## config.mk

```make
export PLATFORM = sky130hd
export DESIGN_NAME = input_capture_channels
export DESIGN_NICKNAME = d
export VERILOG_FILES = /design/src/logic/capture_pkg.sv /design/src/logic/input_capture_channels.sv /design/src/logic/capture_fifo.sv
export SDC_FILE = /design/constraint.sdc
export NUM_CORES = 2
export LEC_CHECK = 0
export BUFFER_PORTS_ARGS = -buffer_cell sky130_fd_sc_hd__buf_2
export CORE_ASPECT_RATIO = 1.1
export CORE_UTILIZATION = 45
export CTS_CLUSTER_SIZE = 40
export DETAILED_ROUTE_END_ITERATION = 6
export GPL_TIMING_DRIVEN = 0
export PLACE_DENSITY = 0.68
export SLEW_MARGIN = 15
export SYNTH_ARGS = -nofsm -noshare
export SYNTH_HDL_FRONTEND = slang
export SYNTH_SLANG_ARGS = --single-unit
```

## constraint.sdc

```tcl
create_clock -name aclk -period 5.13 [get_ports aclk]
set_clock_uncertainty 0.1 [all_clocks]
set_input_delay 0.7695 -clock aclk [delete_from_list [all_inputs] [get_ports aclk]]
set_output_delay 0.7695 -clock aclk [all_outputs]
set_load 0.02 [all_outputs]
```

## src/logic/capture_pkg.sv

```systemverilog
// capture_pkg: register map, field layout and mode codes of the
// input capture block; shared by the top, its checker and its bench.
package capture_pkg;

	localparam int ADDR_W = 12;
	localparam int VALUE_W = 16;
	localparam int FIFO_DEPTH = 4;
	localparam int MAX_CH = 8;

	// printed offsets are word indices; byte address is index * 4
	localparam logic [9:0] VALUE_IDX [MAX_CH] = '{10'h140, 10'h144, 10'h148, 10'h14C,
		10'h150, 10'h154, 10'h158, 10'h15C};
	localparam logic [9:0] CTRL_IDX [MAX_CH] = '{10'h142, 10'h146, 10'h14A, 10'h14E,
		10'h152, 10'h156, 10'h15A, 10'h15E};
	localparam logic [9:0] IRQ_STATUS_IDX = 10'h160;
	localparam logic [9:0] IRQ_CLEAR_IDX = 10'h161;
	localparam logic [9:0] IRQ_ENABLE_IDX = 10'h162;

	localparam int MODE_LSB = 0;
	localparam int BNE_BIT = 3;
	localparam int OVF_BIT = 4;
	localparam int ICNT_LSB = 5;
	localparam int TSEL_BIT = 7;
	localparam int SIDL_BIT = 13;
	localparam logic [15:0] CTRL_RESET = 16'h0000;
	localparam logic [15:0] CTRL_WMASK = 16'h20E7;
	localparam logic [7:0] IRQ_ENABLE_RESET = 8'h00;

	localparam logic [2:0] MODE_OFF = 3'h0;
	localparam logic [2:0] MODE_BOTH = 3'h1;
	localparam logic [2:0] MODE_FALL = 3'h2;
	localparam logic [2:0] MODE_RISE = 3'h3;
	localparam logic [2:0] MODE_RISE4 = 3'h4;
	localparam logic [2:0] MODE_RISE16 = 3'h5;
	localparam logic [2:0] MODE_INT_RISE = 3'h7;

	localparam logic [3:0] PRESCALE4_LAST = 4'h3;
	localparam logic [3:0] PRESCALE16_LAST = 4'hF;

	localparam logic [1:0] RESP_OKAY = 2'h0;
	localparam logic [1:0] RESP_DECERR = 2'h3;

	typedef enum logic [2:0] {K_VALUE, K_CTRL, K_STATUS, K_CLEAR, K_ENABLE, K_NONE} reg_kind_e;

	typedef struct packed {
		logic hit;
		reg_kind_e kind;
		logic [2:0] ch;
	} decode_s;

endpackage

```

## src/logic/input_capture_channels.sv

```systemverilog
// input_capture_channels: up to eight capture channels behind an
// AXI4-Lite slave, with sticky interrupt flags and a wake pulse.
// assumes pins and timer buses are synchronous to aclk.
`timescale 1ns/10ps
module input_capture_channels
	import capture_pkg::*;
#(
	parameter int NUM_CH = 8
) (
	input wire logic aclk,
	input wire logic aresetn,
	input wire logic [ADDR_W-1:0] awaddr,
	input wire logic [2:0] awprot,
	input wire logic awvalid,
	output logic awready,
	input wire logic [31:0] wdata,
	input wire logic [3:0] wstrb,
	input wire logic wvalid,
	output logic wready,
	output logic [1:0] bresp,
	output logic bvalid,
	input wire logic bready,
	input wire logic [ADDR_W-1:0] araddr,
	input wire logic [2:0] arprot,
	input wire logic arvalid,
	output logic arready,
	output logic [31:0] rdata,
	output logic [1:0] rresp,
	output logic rvalid,
	input wire logic rready,
	input wire logic [NUM_CH-1:0] capture_pin,
	input wire logic [15:0] timer2_count,
	input wire logic [15:0] timer3_count,
	input wire logic timer2_on,
	input wire logic timer3_on,
	input wire logic cpu_sleep,
	input wire logic cpu_idle,
	output logic [NUM_CH-1:0] channel_irq_flag,
	output logic irq,
	output logic wake
);

	function automatic decode_s decode(input logic [ADDR_W-1:0] addr);
		decode_s d;
		d.hit = 1'b0;
		d.kind = K_NONE;
		d.ch = 3'h0;
		for (int i = 0; i < NUM_CH; i++) begin
			if (addr[ADDR_W-1:2] == VALUE_IDX[i]) begin
				d.hit = 1'b1;
				d.kind = K_VALUE;
				d.ch = 3'(i);
			end
			if (addr[ADDR_W-1:2] == CTRL_IDX[i]) begin
				d.hit = 1'b1;
				d.kind = K_CTRL;
				d.ch = 3'(i);
			end
		end
		if (addr[ADDR_W-1:2] == IRQ_STATUS_IDX) begin
			d.hit = 1'b1;
			d.kind = K_STATUS;
		end
		if (addr[ADDR_W-1:2] == IRQ_CLEAR_IDX) begin
			d.hit = 1'b1;
			d.kind = K_CLEAR;
		end
		if (addr[ADDR_W-1:2] == IRQ_ENABLE_IDX) begin
			d.hit = 1'b1;
			d.kind = K_ENABLE;
		end
		return d;
	endfunction

	function automatic logic edge_match(
		input logic [2:0] mode,
		input logic rise,
		input logic fall,
		input logic pre_last
	);
		logic m;
		m = 1'b0;
		case (mode)
			MODE_BOTH: m = rise | fall;
			MODE_FALL: m = fall;
			MODE_RISE: m = rise;
			MODE_RISE4: m = rise & pre_last;
			MODE_RISE16: m = rise & pre_last;
			MODE_INT_RISE: m = rise;
			default: m = 1'b0;
		endcase
		return m;
	endfunction

	// write channel: address and data held until both are present
	logic aw_held_reg;
	logic [ADDR_W-1:0] awaddr_reg;
	logic w_held_reg;
	logic [31:0] wdata_reg;
	logic [3:0] wstrb_reg;
	logic bvalid_reg;
	logic [1:0] bresp_reg;

	logic rvalid_reg;
	logic [31:0] rdata_reg;
	logic [1:0] rresp_reg;

	logic [NUM_CH-1:0] irq_status_reg;
	logic [NUM_CH-1:0] irq_enable_reg;
	logic wake_reg;

	logic [15:0] ctrl_view [NUM_CH];
	logic [15:0] value_view [NUM_CH];
	logic [NUM_CH-1:0] irq_set;
	logic [NUM_CH-1:0] wake_set;

	wire aw_hs = awvalid && awready;
	wire w_hs = wvalid && wready;
	wire ar_hs = arvalid && arready;
	wire do_write = aw_held_reg && w_held_reg && !bvalid_reg;

	wire decode_s wdec = decode(awaddr_reg);
	wire decode_s rdec = decode(araddr);

	wire [15:0] wlane_mask = {{8{wstrb_reg[1]}}, {8{wstrb_reg[0]}}};
	wire [15:0] wval16 = wdata_reg[15:0];
	wire wr_clear = do_write && wdec.hit && (wdec.kind == K_CLEAR) && wstrb_reg[0];
	wire wr_enable = do_write && wdec.hit && (wdec.kind == K_ENABLE) && wstrb_reg[0];
	wire [NUM_CH-1:0] clear_bits = wr_clear ? wdata_reg[NUM_CH-1:0] : '0;

	// a read of a value register pops that channel's fifo
	wire rd_pop = ar_hs && rdec.hit && (rdec.kind == K_VALUE);

	wire [15:0] rd_word = !rdec.hit ? 16'h0000 :
		(rdec.kind == K_VALUE) ? value_view[rdec.ch] :
		(rdec.kind == K_CTRL) ? ctrl_view[rdec.ch] :
		(rdec.kind == K_STATUS) ? 16'(irq_status_reg) :
		(rdec.kind == K_ENABLE) ? 16'(irq_enable_reg) :
		16'h0000;

	assign awready = !aw_held_reg && !bvalid_reg;
	assign wready = !w_held_reg && !bvalid_reg;
	assign arready = !rvalid_reg;
	assign bvalid = bvalid_reg;
	assign bresp = bresp_reg;
	assign rvalid = rvalid_reg;
	assign rdata = rdata_reg;
	assign rresp = rresp_reg;

	always_ff @(posedge aclk) begin
		if (!aresetn) begin
			aw_held_reg <= 1'b0;
			awaddr_reg <= '0;
		end else if (aw_hs) begin
			aw_held_reg <= 1'b1;
			awaddr_reg <= awaddr;
		end else if (do_write) begin
			aw_held_reg <= 1'b0;
		end
	end

	always_ff @(posedge aclk) begin
		if (!aresetn) begin
			w_held_reg <= 1'b0;
			wdata_reg <= 32'h00000000;
			wstrb_reg <= 4'h0;
		end else if (w_hs) begin
			w_held_reg <= 1'b1;
			wdata_reg <= wdata;
			wstrb_reg <= wstrb;
		end else if (do_write) begin
			w_held_reg <= 1'b0;
		end
	end

	always_ff @(posedge aclk) begin
		if (!aresetn) begin
			bvalid_reg <= 1'b0;
			bresp_reg <= RESP_OKAY;
		end else if (do_write) begin
			bvalid_reg <= 1'b1;
			bresp_reg <= wdec.hit ? RESP_OKAY : RESP_DECERR;
		end else if (bready) begin
			bvalid_reg <= 1'b0;
		end
	end

	// empty-buffer reads return the stale head; software must not rely on it
	always_ff @(posedge aclk) begin
		if (!aresetn) begin
			rvalid_reg <= 1'b0;
			rdata_reg <= 32'h00000000;
			rresp_reg <= RESP_OKAY;
		end else if (ar_hs) begin
			rvalid_reg <= 1'b1;
			rdata_reg <= 32'(rd_word);
			rresp_reg <= rdec.hit ? RESP_OKAY : RESP_DECERR;
		end else if (rready) begin
			rvalid_reg <= 1'b0;
		end
	end

	// a new event beats a clear in the same cycle
	always_ff @(posedge aclk) begin
		if (!aresetn) begin
			irq_status_reg <= '0;
		end else begin
			irq_status_reg <= (irq_status_reg & ~clear_bits) | irq_set;
		end
	end

	always_ff @(posedge aclk) begin
		if (!aresetn) begin
			irq_enable_reg <= NUM_CH'(IRQ_ENABLE_RESET);
		end else if (wr_enable) begin
			irq_enable_reg <= wdata_reg[NUM_CH-1:0];
		end
	end

	always_ff @(posedge aclk) begin
		if (!aresetn) begin
			wake_reg <= 1'b0;
		end else begin
			wake_reg <= |wake_set;
		end
	end

	assign channel_irq_flag = irq_status_reg;
	assign irq = |(irq_status_reg & irq_enable_reg);
	assign wake = wake_reg;

	for (genvar c = 0; c < NUM_CH; c++) begin : chan
		logic [15:0] ctrl_reg;
		logic prev_pin_reg;
		logic [3:0] pscnt_reg;
		logic [1:0] evcnt_reg;
		logic ovf_reg;
		logic fifo_empty;
		logic fifo_full;
		logic [15:0] head;

		wire [2:0] mode = ctrl_reg[MODE_LSB +: 3];
		wire [1:0] count_sel = ctrl_reg[ICNT_LSB +: 2];
		wire tsel = ctrl_reg[TSEL_BIT];
		wire timer_on = tsel ? timer2_on : timer3_on;
		wire [15:0] stamp = tsel ? timer2_count : timer3_count;

		wire rise = capture_pin[c] && !prev_pin_reg;
		wire fall = !capture_pin[c] && prev_pin_reg;

		// idle needs the chosen timer running and stop-in-idle clear
		wire full_func = !cpu_sleep &&
			!(cpu_idle && (ctrl_reg[SIDL_BIT] || !timer_on));
		// low power with mode 111: pin is only an interrupt source
		wire int_only = (cpu_sleep || cpu_idle) && (mode == MODE_INT_RISE);
		wire run = full_func && !int_only;

		wire pre_last = (mode == MODE_RISE4) ? (pscnt_reg == PRESCALE4_LAST) :
			(pscnt_reg == PRESCALE16_LAST);
		wire pre_step = run && rise &&
			((mode == MODE_RISE4) || (mode == MODE_RISE16));
		wire cap_evt = run && edge_match(mode, rise, fall, pre_last);
		wire live_evt = cap_evt && !ovf_reg;

		wire push = live_evt && !fifo_full;
		wire ovf_now = live_evt && fifo_full && (mode != MODE_BOTH);
		wire count_hit = (evcnt_reg == count_sel);
		wire both_irq = live_evt && (mode == MODE_BOTH);
		wire count_irq = live_evt && (mode != MODE_BOTH) && count_hit;

		assign irq_set[c] = both_irq || count_irq || (int_only && rise);
		assign wake_set[c] = int_only && rise && irq_enable_reg[c];

		wire ctrl_we = do_write && wdec.hit && (wdec.kind == K_CTRL) && (wdec.ch == 3'(c));
		wire [15:0] wmask = CTRL_WMASK & wlane_mask;

		always_ff @(posedge aclk) begin
			if (!aresetn) begin
				ctrl_reg <= CTRL_RESET;
				prev_pin_reg <= 1'b0;
			end else begin
				prev_pin_reg <= capture_pin[c];
				if (ctrl_we) begin
					ctrl_reg <= (ctrl_reg & ~wmask) | (wval16 & wmask);
				end
			end
		end

		// prescaler restarts whenever the channel is switched off
		always_ff @(posedge aclk) begin
			if (!aresetn || (mode == MODE_OFF)) begin
				pscnt_reg <= 4'h0;
			end else if (pre_step) begin
				pscnt_reg <= pre_last ? 4'h0 : pscnt_reg + 4'h1;
			end
		end

		always_ff @(posedge aclk) begin
			if (!aresetn || (mode == MODE_OFF)) begin
				evcnt_reg <= 2'h0;
			end else if (live_evt && (mode != MODE_BOTH)) begin
				evcnt_reg <= count_hit ? 2'h0 : evcnt_reg + 2'h1;
			end
		end

		// overflow doubles as the capture lockout until drained
		always_ff @(posedge aclk) begin
			if (!aresetn) begin
				ovf_reg <= 1'b0;
			end else if (ovf_now) begin
				ovf_reg <= 1'b1;
			end else if (ovf_reg && fifo_empty) begin
				ovf_reg <= 1'b0;
			end
		end

		capture_fifo #(
			.WIDTH(VALUE_W),
			.DEPTH(FIFO_DEPTH)
		) fifo (
			.aclk(aclk),
			.aresetn(aresetn),
			.push(push),
			.push_data(stamp),
			.pop(rd_pop && (rdec.ch == 3'(c))),
			.head_data(head),
			.empty(fifo_empty),
			.full(fifo_full)
		);

		assign value_view[c] = head;
		assign ctrl_view[c] = (ctrl_reg & CTRL_WMASK) |
			(16'(ovf_reg) << OVF_BIT) |
			(16'(!fifo_empty) << BNE_BIT);
	end

endmodule

```

## src/logic/capture_fifo.sv

```systemverilog
// capture_fifo: shift-forward buffer, head always at slot 0.
// assumes pop is only honoured when not empty; push on full is dropped unless a pop comes in the same cycle.
`timescale 1ns/10ps
module capture_fifo #(
	parameter int WIDTH = 16,
	parameter int DEPTH = 4
) (
	input wire logic aclk,
	input wire logic aresetn,
	input wire logic push,
	input wire logic [WIDTH-1:0] push_data,
	input wire logic pop,
	output logic [WIDTH-1:0] head_data,
	output logic empty,
	output logic full
);
	localparam int CW = $clog2(DEPTH + 1);

	logic [WIDTH-1:0] slot_reg [DEPTH];
	logic [CW-1:0] count_reg;

	wire do_pop = pop && (count_reg != '0);
	wire do_push = push && ((count_reg != CW'(DEPTH)) || do_pop);
	wire [CW-1:0] wr_idx = count_reg - CW'(do_pop);

	always_ff @(posedge aclk) begin
		if (!aresetn) begin
			count_reg <= '0;
			for (int i = 0; i < DEPTH; i++) begin
				slot_reg[i] <= '0;
			end
		end else begin
			count_reg <= count_reg + CW'(do_push) - CW'(do_pop);
			for (int i = 0; i < DEPTH; i++) begin
				if (do_push && (wr_idx == CW'(i))) begin
					slot_reg[i] <= push_data;
				end else if (do_pop && (i < DEPTH - 1)) begin
					slot_reg[i] <= slot_reg[i + 1];
				end
			end
		end
	end

	assign head_data = slot_reg[0];
	assign empty = (count_reg == '0);
	assign full = (count_reg == CW'(DEPTH));
endmodule

```

# [Word-level counts from Yosys, hierarchy flattened]
# Memory sizes are Yosys's and may differ from the RTL's.
# Index checks and enable logic that the tools add are counted.
[word_totals] inputBits=117 regBits=287 wordCells=1170 ram_bits=512 mem_count=8 out_inout_bits=51
[op_classes] reduce_logical=415 magnitude_cmp=1 n_eq_ne=178 n_bitwise=111 addsub=40 mux=356
[mem_list] memory="chan[0].fifo.slot_reg" words=4 width=16 read_ports=4 rd_clocked_by_memory_dff=0 write_ports=4 line_no="capture_fifo.sv:19" rtl="logic [WIDTH-1:0] slot_reg [DEPTH];"
[mem_list] memory="chan[1].fifo.slot_reg" words=4 width=16 read_ports=4 rd_clocked_by_memory_dff=0 write_ports=4 line_no="capture_fifo.sv:19"
[mem_list] memory="chan[2].fifo.slot_reg" words=4 width=16 read_ports=4 rd_clocked_by_memory_dff=0 write_ports=4 line_no="capture_fifo.sv:19"
[mem_list] memory="chan[3].fifo.slot_reg" words=4 width=16 read_ports=4 rd_clocked_by_memory_dff=0 write_ports=4 line_no="capture_fifo.sv:19"
[mem_list] memory="chan[4].fifo.slot_reg" words=4 width=16 read_ports=4 rd_clocked_by_memory_dff=0 write_ports=4 line_no="capture_fifo.sv:19"
[mem_list] memory="chan[5].fifo.slot_reg" words=4 width=16 read_ports=4 rd_clocked_by_memory_dff=0 write_ports=4 line_no="capture_fifo.sv:19"
[mem_list] memory="+2 memories"
[op_table] op="16-bit 2-to-1 mux" n=71
[op_table] op="10-bit by 9-bit == test with 1-bit output, second input constant" n=38
[op_table] op="1-bit logical AND" n=231
[op_table] op="7-bit 2-to-1 mux" n=32
[op_table] op="1-bit 2-to-1 mux" n=216
[op_table] op="16-bit AND" n=8
[op_table] op="16-bit OR" n=8
[op_table] op="3-bit == test, second input constant" n=42
[op_table] op="3-bit by 2-bit == test with 1-bit output, second input constant" n=38
[op_table] op="14-bit by 4-bit OR with 14-bit output" n=8
[op_table] op="14-bit by 5-bit OR with 14-bit output" n=8
[op_table] op="16-bit binary-select mux with 3-bit select" n=2
[op_table] op="3-bit logical NOT" n=27
[op_table] op="1-bit logical NOT" n=70
[op_table] op="1-bit OR" n=64
[op_table] op="3-bit by 1-bit == test with 1-bit output, second input constant" n=20
[op_table] op="4-bit 2-to-1 mux" n=14
[op_table] op="1-bit logical OR" n=49
[op_table] op="3-bit by 1-bit subtractor with 3-bit output" n=16
[op_table] op="4-bit by 1-bit adder with 4-bit output, second input constant" n=8
[op_table] op="4-bit by 2-bit == test with 1-bit output, second input constant" n=8
[op_table] op="4-bit == test, second input constant" n=8
[op_table] op="1-bit case mux with 4 select lines" n=8
[op_table] op="2-bit OR reduction" n=16
[op_table] op="other kinds (18)" n=91

# [Logic depth before layout (Yosys ltp)]
[depth] ltp_word=32 mapped_depth=15

# [Cells and area by module]
# From an unflattened synthesis, not the netlist that was laid out.
[hier_totals] cells_unflattened=3596 area_unflattened_um2=38293.0
[modules_own_cells] mod="capture_fifo" cells_each=259 area_per_inst_um2=3230.6 instances=8
[modules_own_cells] mod="input_capture_channels" cells_each=1524 area_per_inst_um2=12448.2 instances=1

# [Worst setup path before layout]
# No wires, ideal clock.
[synth_path] kind="in2reg" start="input araddr[9]" end="memory chan[5].fifo.slot_reg[4][0] (netlist: chan[5].fifo.slot_reg[1][0]) (enable)" arrival_time_ps=4359 n_path_buf=3 path_slack_ps=260 setup_ps=411 stages=14 path_cell_list="and4bb_2 > and3_1 > buf_2 > nand2_1 > nor3_1 > ha_1 > ha_1 > o211ai_1 > o21ai_0 > nand2b_1 > or4_4 > buf_6 > buf_2 > o21ai_0"
[synth_lines] item="start: declaration" line_no="input_capture_channels.sv:23" rtl="input wire logic [ADDR_W-1:0] araddr,"
[synth_lines] item="end: declaration" line_no="capture_fifo.sv:19"

==> impl_metrics.csv <==
group,metric,value,unit
global_route,gr-total-overflow,0,
finish,final_util,0.512,
critical_path,r2r_start,"rvalid$_SDFFE_PN0P_",
yosys,synth_cell_types,95,
sta,fin_crit,4.88,ns
routing,dr.pass1.iters,6,
finish,drive_gt1_frac,0.137,
critical_path,crit_path_end_kind,"register",
routing,vias,29911,
global_route,grt_pass1_wl,184000,µm
clocking,path_clk_slew,0.06,ns
finish,largest_register_ffs,512,
yosys,ys_seq_elements,716,
sta,max_slew.worst_pin.slew,1.31,ns
yosys,synthCells,3555,
yosys,yosysTopAreaCell,"edfxtp_1",
yosys,synth_warnings,0,
sta,setup_viol_count_final,0,
critical_path,crit_arrival,5.06,ns
worst_hold_path,holdPathEnd,"awaddr_reg[3]$_SDFFE_PN0P_",
worst_hold_path,hold_start,"awaddr[3]",
outcome,status,"complete, no violations",
clocking,cts_buffer_depth,3,
floorplan,die_h,304,µm
clocking,cts_tree,"yes",
clocking,ctsRootBufferMaster,"clkbuf_16",
clocking,holdBufCountCts,0,
critical_path,r2r-end,"chan[7].fifo.slot_reg[0][60]$_SDFFCE_PN0P_",
finish,n_fill_cell,7374,
worst_hold_path,worst_hold_path.num_cells,3,
global_route,antenna_found_initial,7,
finish,fin_cells,4900,
critical_path,worstPathMaxFanout,16,
sta,max_freq,0.205,GHz
finish,nets,3962,
placement,io_buffers,111,
routing,viasPerCell,6.10,
yosys,synth_seq_area_share,0.521,
sta,rsz0062_at_grt,"no",
critical_path,startpoint_type,"input pin",
routing,drc,0,
floorplan,dieWidth,277,µm
placement,place_congestion,1.00,
finish,ff_latch_area,19500,µm²
clocking,clkSinkCount,716,
yosys,synth.avg_cell_area,10.5,µm²
yosys,synthFlopType,"edfxtp_1",
sta,hold_viol,0,
floorplan,io_pins,168,
sta,relSlewSlack,0.111,
floorplan,die_area,84200,µm²
critical_path,ff2ff_path_depth,12,
placement,dp_hpwl,90800,µm
pwr,total_power,12.7,mW
clocking,clk_latency,0.66,ns
pwr,p_leak,14.5,nW
clocking,cts_made_buffers,78,
sta,period_share,0.952,
critical_path,cp.required,5.31,ns
critical_path,r2r_setup_slack,0.26,ns
sta,whs,0.257,ns
sta,drv_slew,0,
clocking,cts_htree_levels,3,
worst_hold_path,hold_class,"input pin to register",
floorplan,row_count,110,
pwr,power_density,303,nW/µm²
global_route,track_usage,0.294,
yosys,yosysTopAreaCellShare,0.411,
job,drv_cap,0,
routing,drt_iter0_drc,3777,
routing,routedWlPerCell,25.8,µm
yosys,synthArstFlopShare,0,
placement,dpl.cell_count,4750,
critical_path,crit_type,"input pin to register",
pwr,ir_worst_vdd,0.000462,V
global_route,grt_max_degree,17,
finish,multi_input_area,16500,µm²
routing,wl,127000,µm
floorplan,coreArea,82000,µm²
yosys,synth.cell_area,37400,µm²
yosys,synth_edf_count,512,
finish,syn2layout_area_growth,12.4,%
routing,ant_nets,0,
global_route,grt_pass1_vias,28408,
floorplan,initial_utilization,0.456,
yosys,netlist_top_cells_area,"edfxtp_1, dfxtp_1, mux2i_1",
[placed cells by master, fill, tap and decap left out, types with 13 or more instances in the layout]
cell	instances
nor4_1	15
mux2i_1	337
clkbuf_16	79
and2_1	24
a22oi_1	13
or3_1	22
buf_4	30
clkinv_1	14
o21ai_0	155
clkbuf_1	190
o211ai_1	48
buf_2	147
mux2_2	104
nor3b_1	29
xnor2_1	36
buf_1	17
o21a_1	43
nand2b_1	25
edfxtp_1	512
a31oi_1	16
nand2_1	453
nor2b_1	39
or2_2	55
nor3_1	47
ha_1	64
nand3b_1	23
o31ai_1	17
dfxtp_1	204
conb_1	16
nor2_1	332
a21oi_1	165
nand3_1	141
and3_1	50
inv_1	85
[logic make-up (layout without fill, tap and decap cells)]
logic type               count (synthesis)  count (layout)  share of synthesized area
AO/OA/AOI/OAI                          594             594                      0.102
XOR/XNOR                                44              44                     0.0103
adder cells (fa/ha/maj)                 72              72                     0.0257
buffers and inverters                  350             614                     0.0415
flip-flops                             716             716                      0.521
multiplexers                           452             452                      0.128
other                                    1              18                   0.000100
AND/OR/NAND/NOR                       1326            1326                      0.171
[cell usage after synthesis (29+ instances only)]
| cell | count |
|---|---|
| nor3_1 | 48 |
| xnor2_1 | 36 |
| inv_1 | 85 |
| ha_1 | 64 |
| and3_1 | 50 |
| or2_2 | 55 |
| nand3_1 | 142 |
| o21ai_0 | 162 |
| nor2_1 | 332 |
| nor2b_1 | 39 |
| clkbuf_1 | 173 |
| mux2i_1 | 337 |
| a21oi_1 | 165 |
| o211ai_1 | 48 |
| nand2_1 | 454 |
| o21a_1 | 43 |
| edfxtp_1 | 512 |
| buf_2 | 35 |
| nor3b_1 | 29 |
| mux2_2 | 104 |
| dfxtp_1 | 204 |
[worst max-delay path by stage]
stage,cells after the start,endpoint,slack (ns),start
2_1_floorplan,14,chan[5].fifo.slot_reg[1][0]$_SDFFCE_PN0P_,0.26,araddr[9]
3_3_place_gp,12,chan[0].fifo.slot_reg[0][57]$_SDFFCE_PN0P_,-1.61,araddr[9]
3_5_place_dp,12,chan[0].fifo.slot_reg[0][17]$_SDFFCE_PN0P_,-1.13,araddr[9]
4_1_cts,14,chan[1].fifo.slot_reg[0][15]$_SDFFCE_PN0P_,0.11,rvalid$_SDFFE_PN0P_
5_1_grt,12,chan[7].fifo.slot_reg[0][60]$_SDFFCE_PN0P_,0.003,rvalid$_SDFFE_PN0P_
6_report,10,chan[2].fifo.slot_reg[0][3]$_SDFFCE_PN0P_,0.25,araddr[9]
[layout make-up]
type,count,area share
sequential,716,0.463
clock buffer,104,0.0503
clock inverter,37,0.00801
multi-input combinational,2504,0.393
inverter,85,0.00760
tap,1064,0.0317
antenna,2,0.000119
timing repair buffer,123,0.0165
buffer,265,0.0296
[per-layer routing]
| metal | global-route usage | wire length (µm) |
|---|---|---|
| met4 | 0.162 | 7360 |
| met5 | 0.00513 | 110 |
| met2 | 0.461 | 56800 |
| met1 | 0.373 | 48500 |
| met3 | 0.0714 | 13700 |
[power breakdown]
part	total, mW	internal [mW]	switching [mW]
sequential	6.40	6.33	0.0665
clock	5.57	3.12	2.45
combinational	0.773	0.186	0.588
total	12.7	9.64	3.10
[stage by stage]
| step | TNS, ns | cell area [µm²] | worst slack (ns) |
|---|---|---|---|
| CTS | 0 | 42000 | 0.112 |
| global route | 0 | 42000 | 0.00303 |
| global placement | -381.61 | 39300 | -1.61 |
| floorplan | 0 | 37400 | 0.260 |
| detailed placement | -229.35 | 39400 | -1.13 |
| finish | 0 | 42000 | 0.249 |
[worst max-delay path, cell delays in order]
cell       delay [ns]
buf_2            0.10
nand4bb_1        0.50
nor2_4           0.50
nand2_1          0.51
nor4_2           0.62
ha_1             0.26
inv_1            0.07
ha_1             0.35
nor4_4           0.62
nand2b_1         0.73
[repair_timing]
item	in CTS	in global routing
resized for setup	4	11
pin swaps	0	0
setup buffers	7	0
gates cloned	0	0
endpoints found under the setup margin	148	176
No activity file was read; power rests on OpenSTA's default activity.
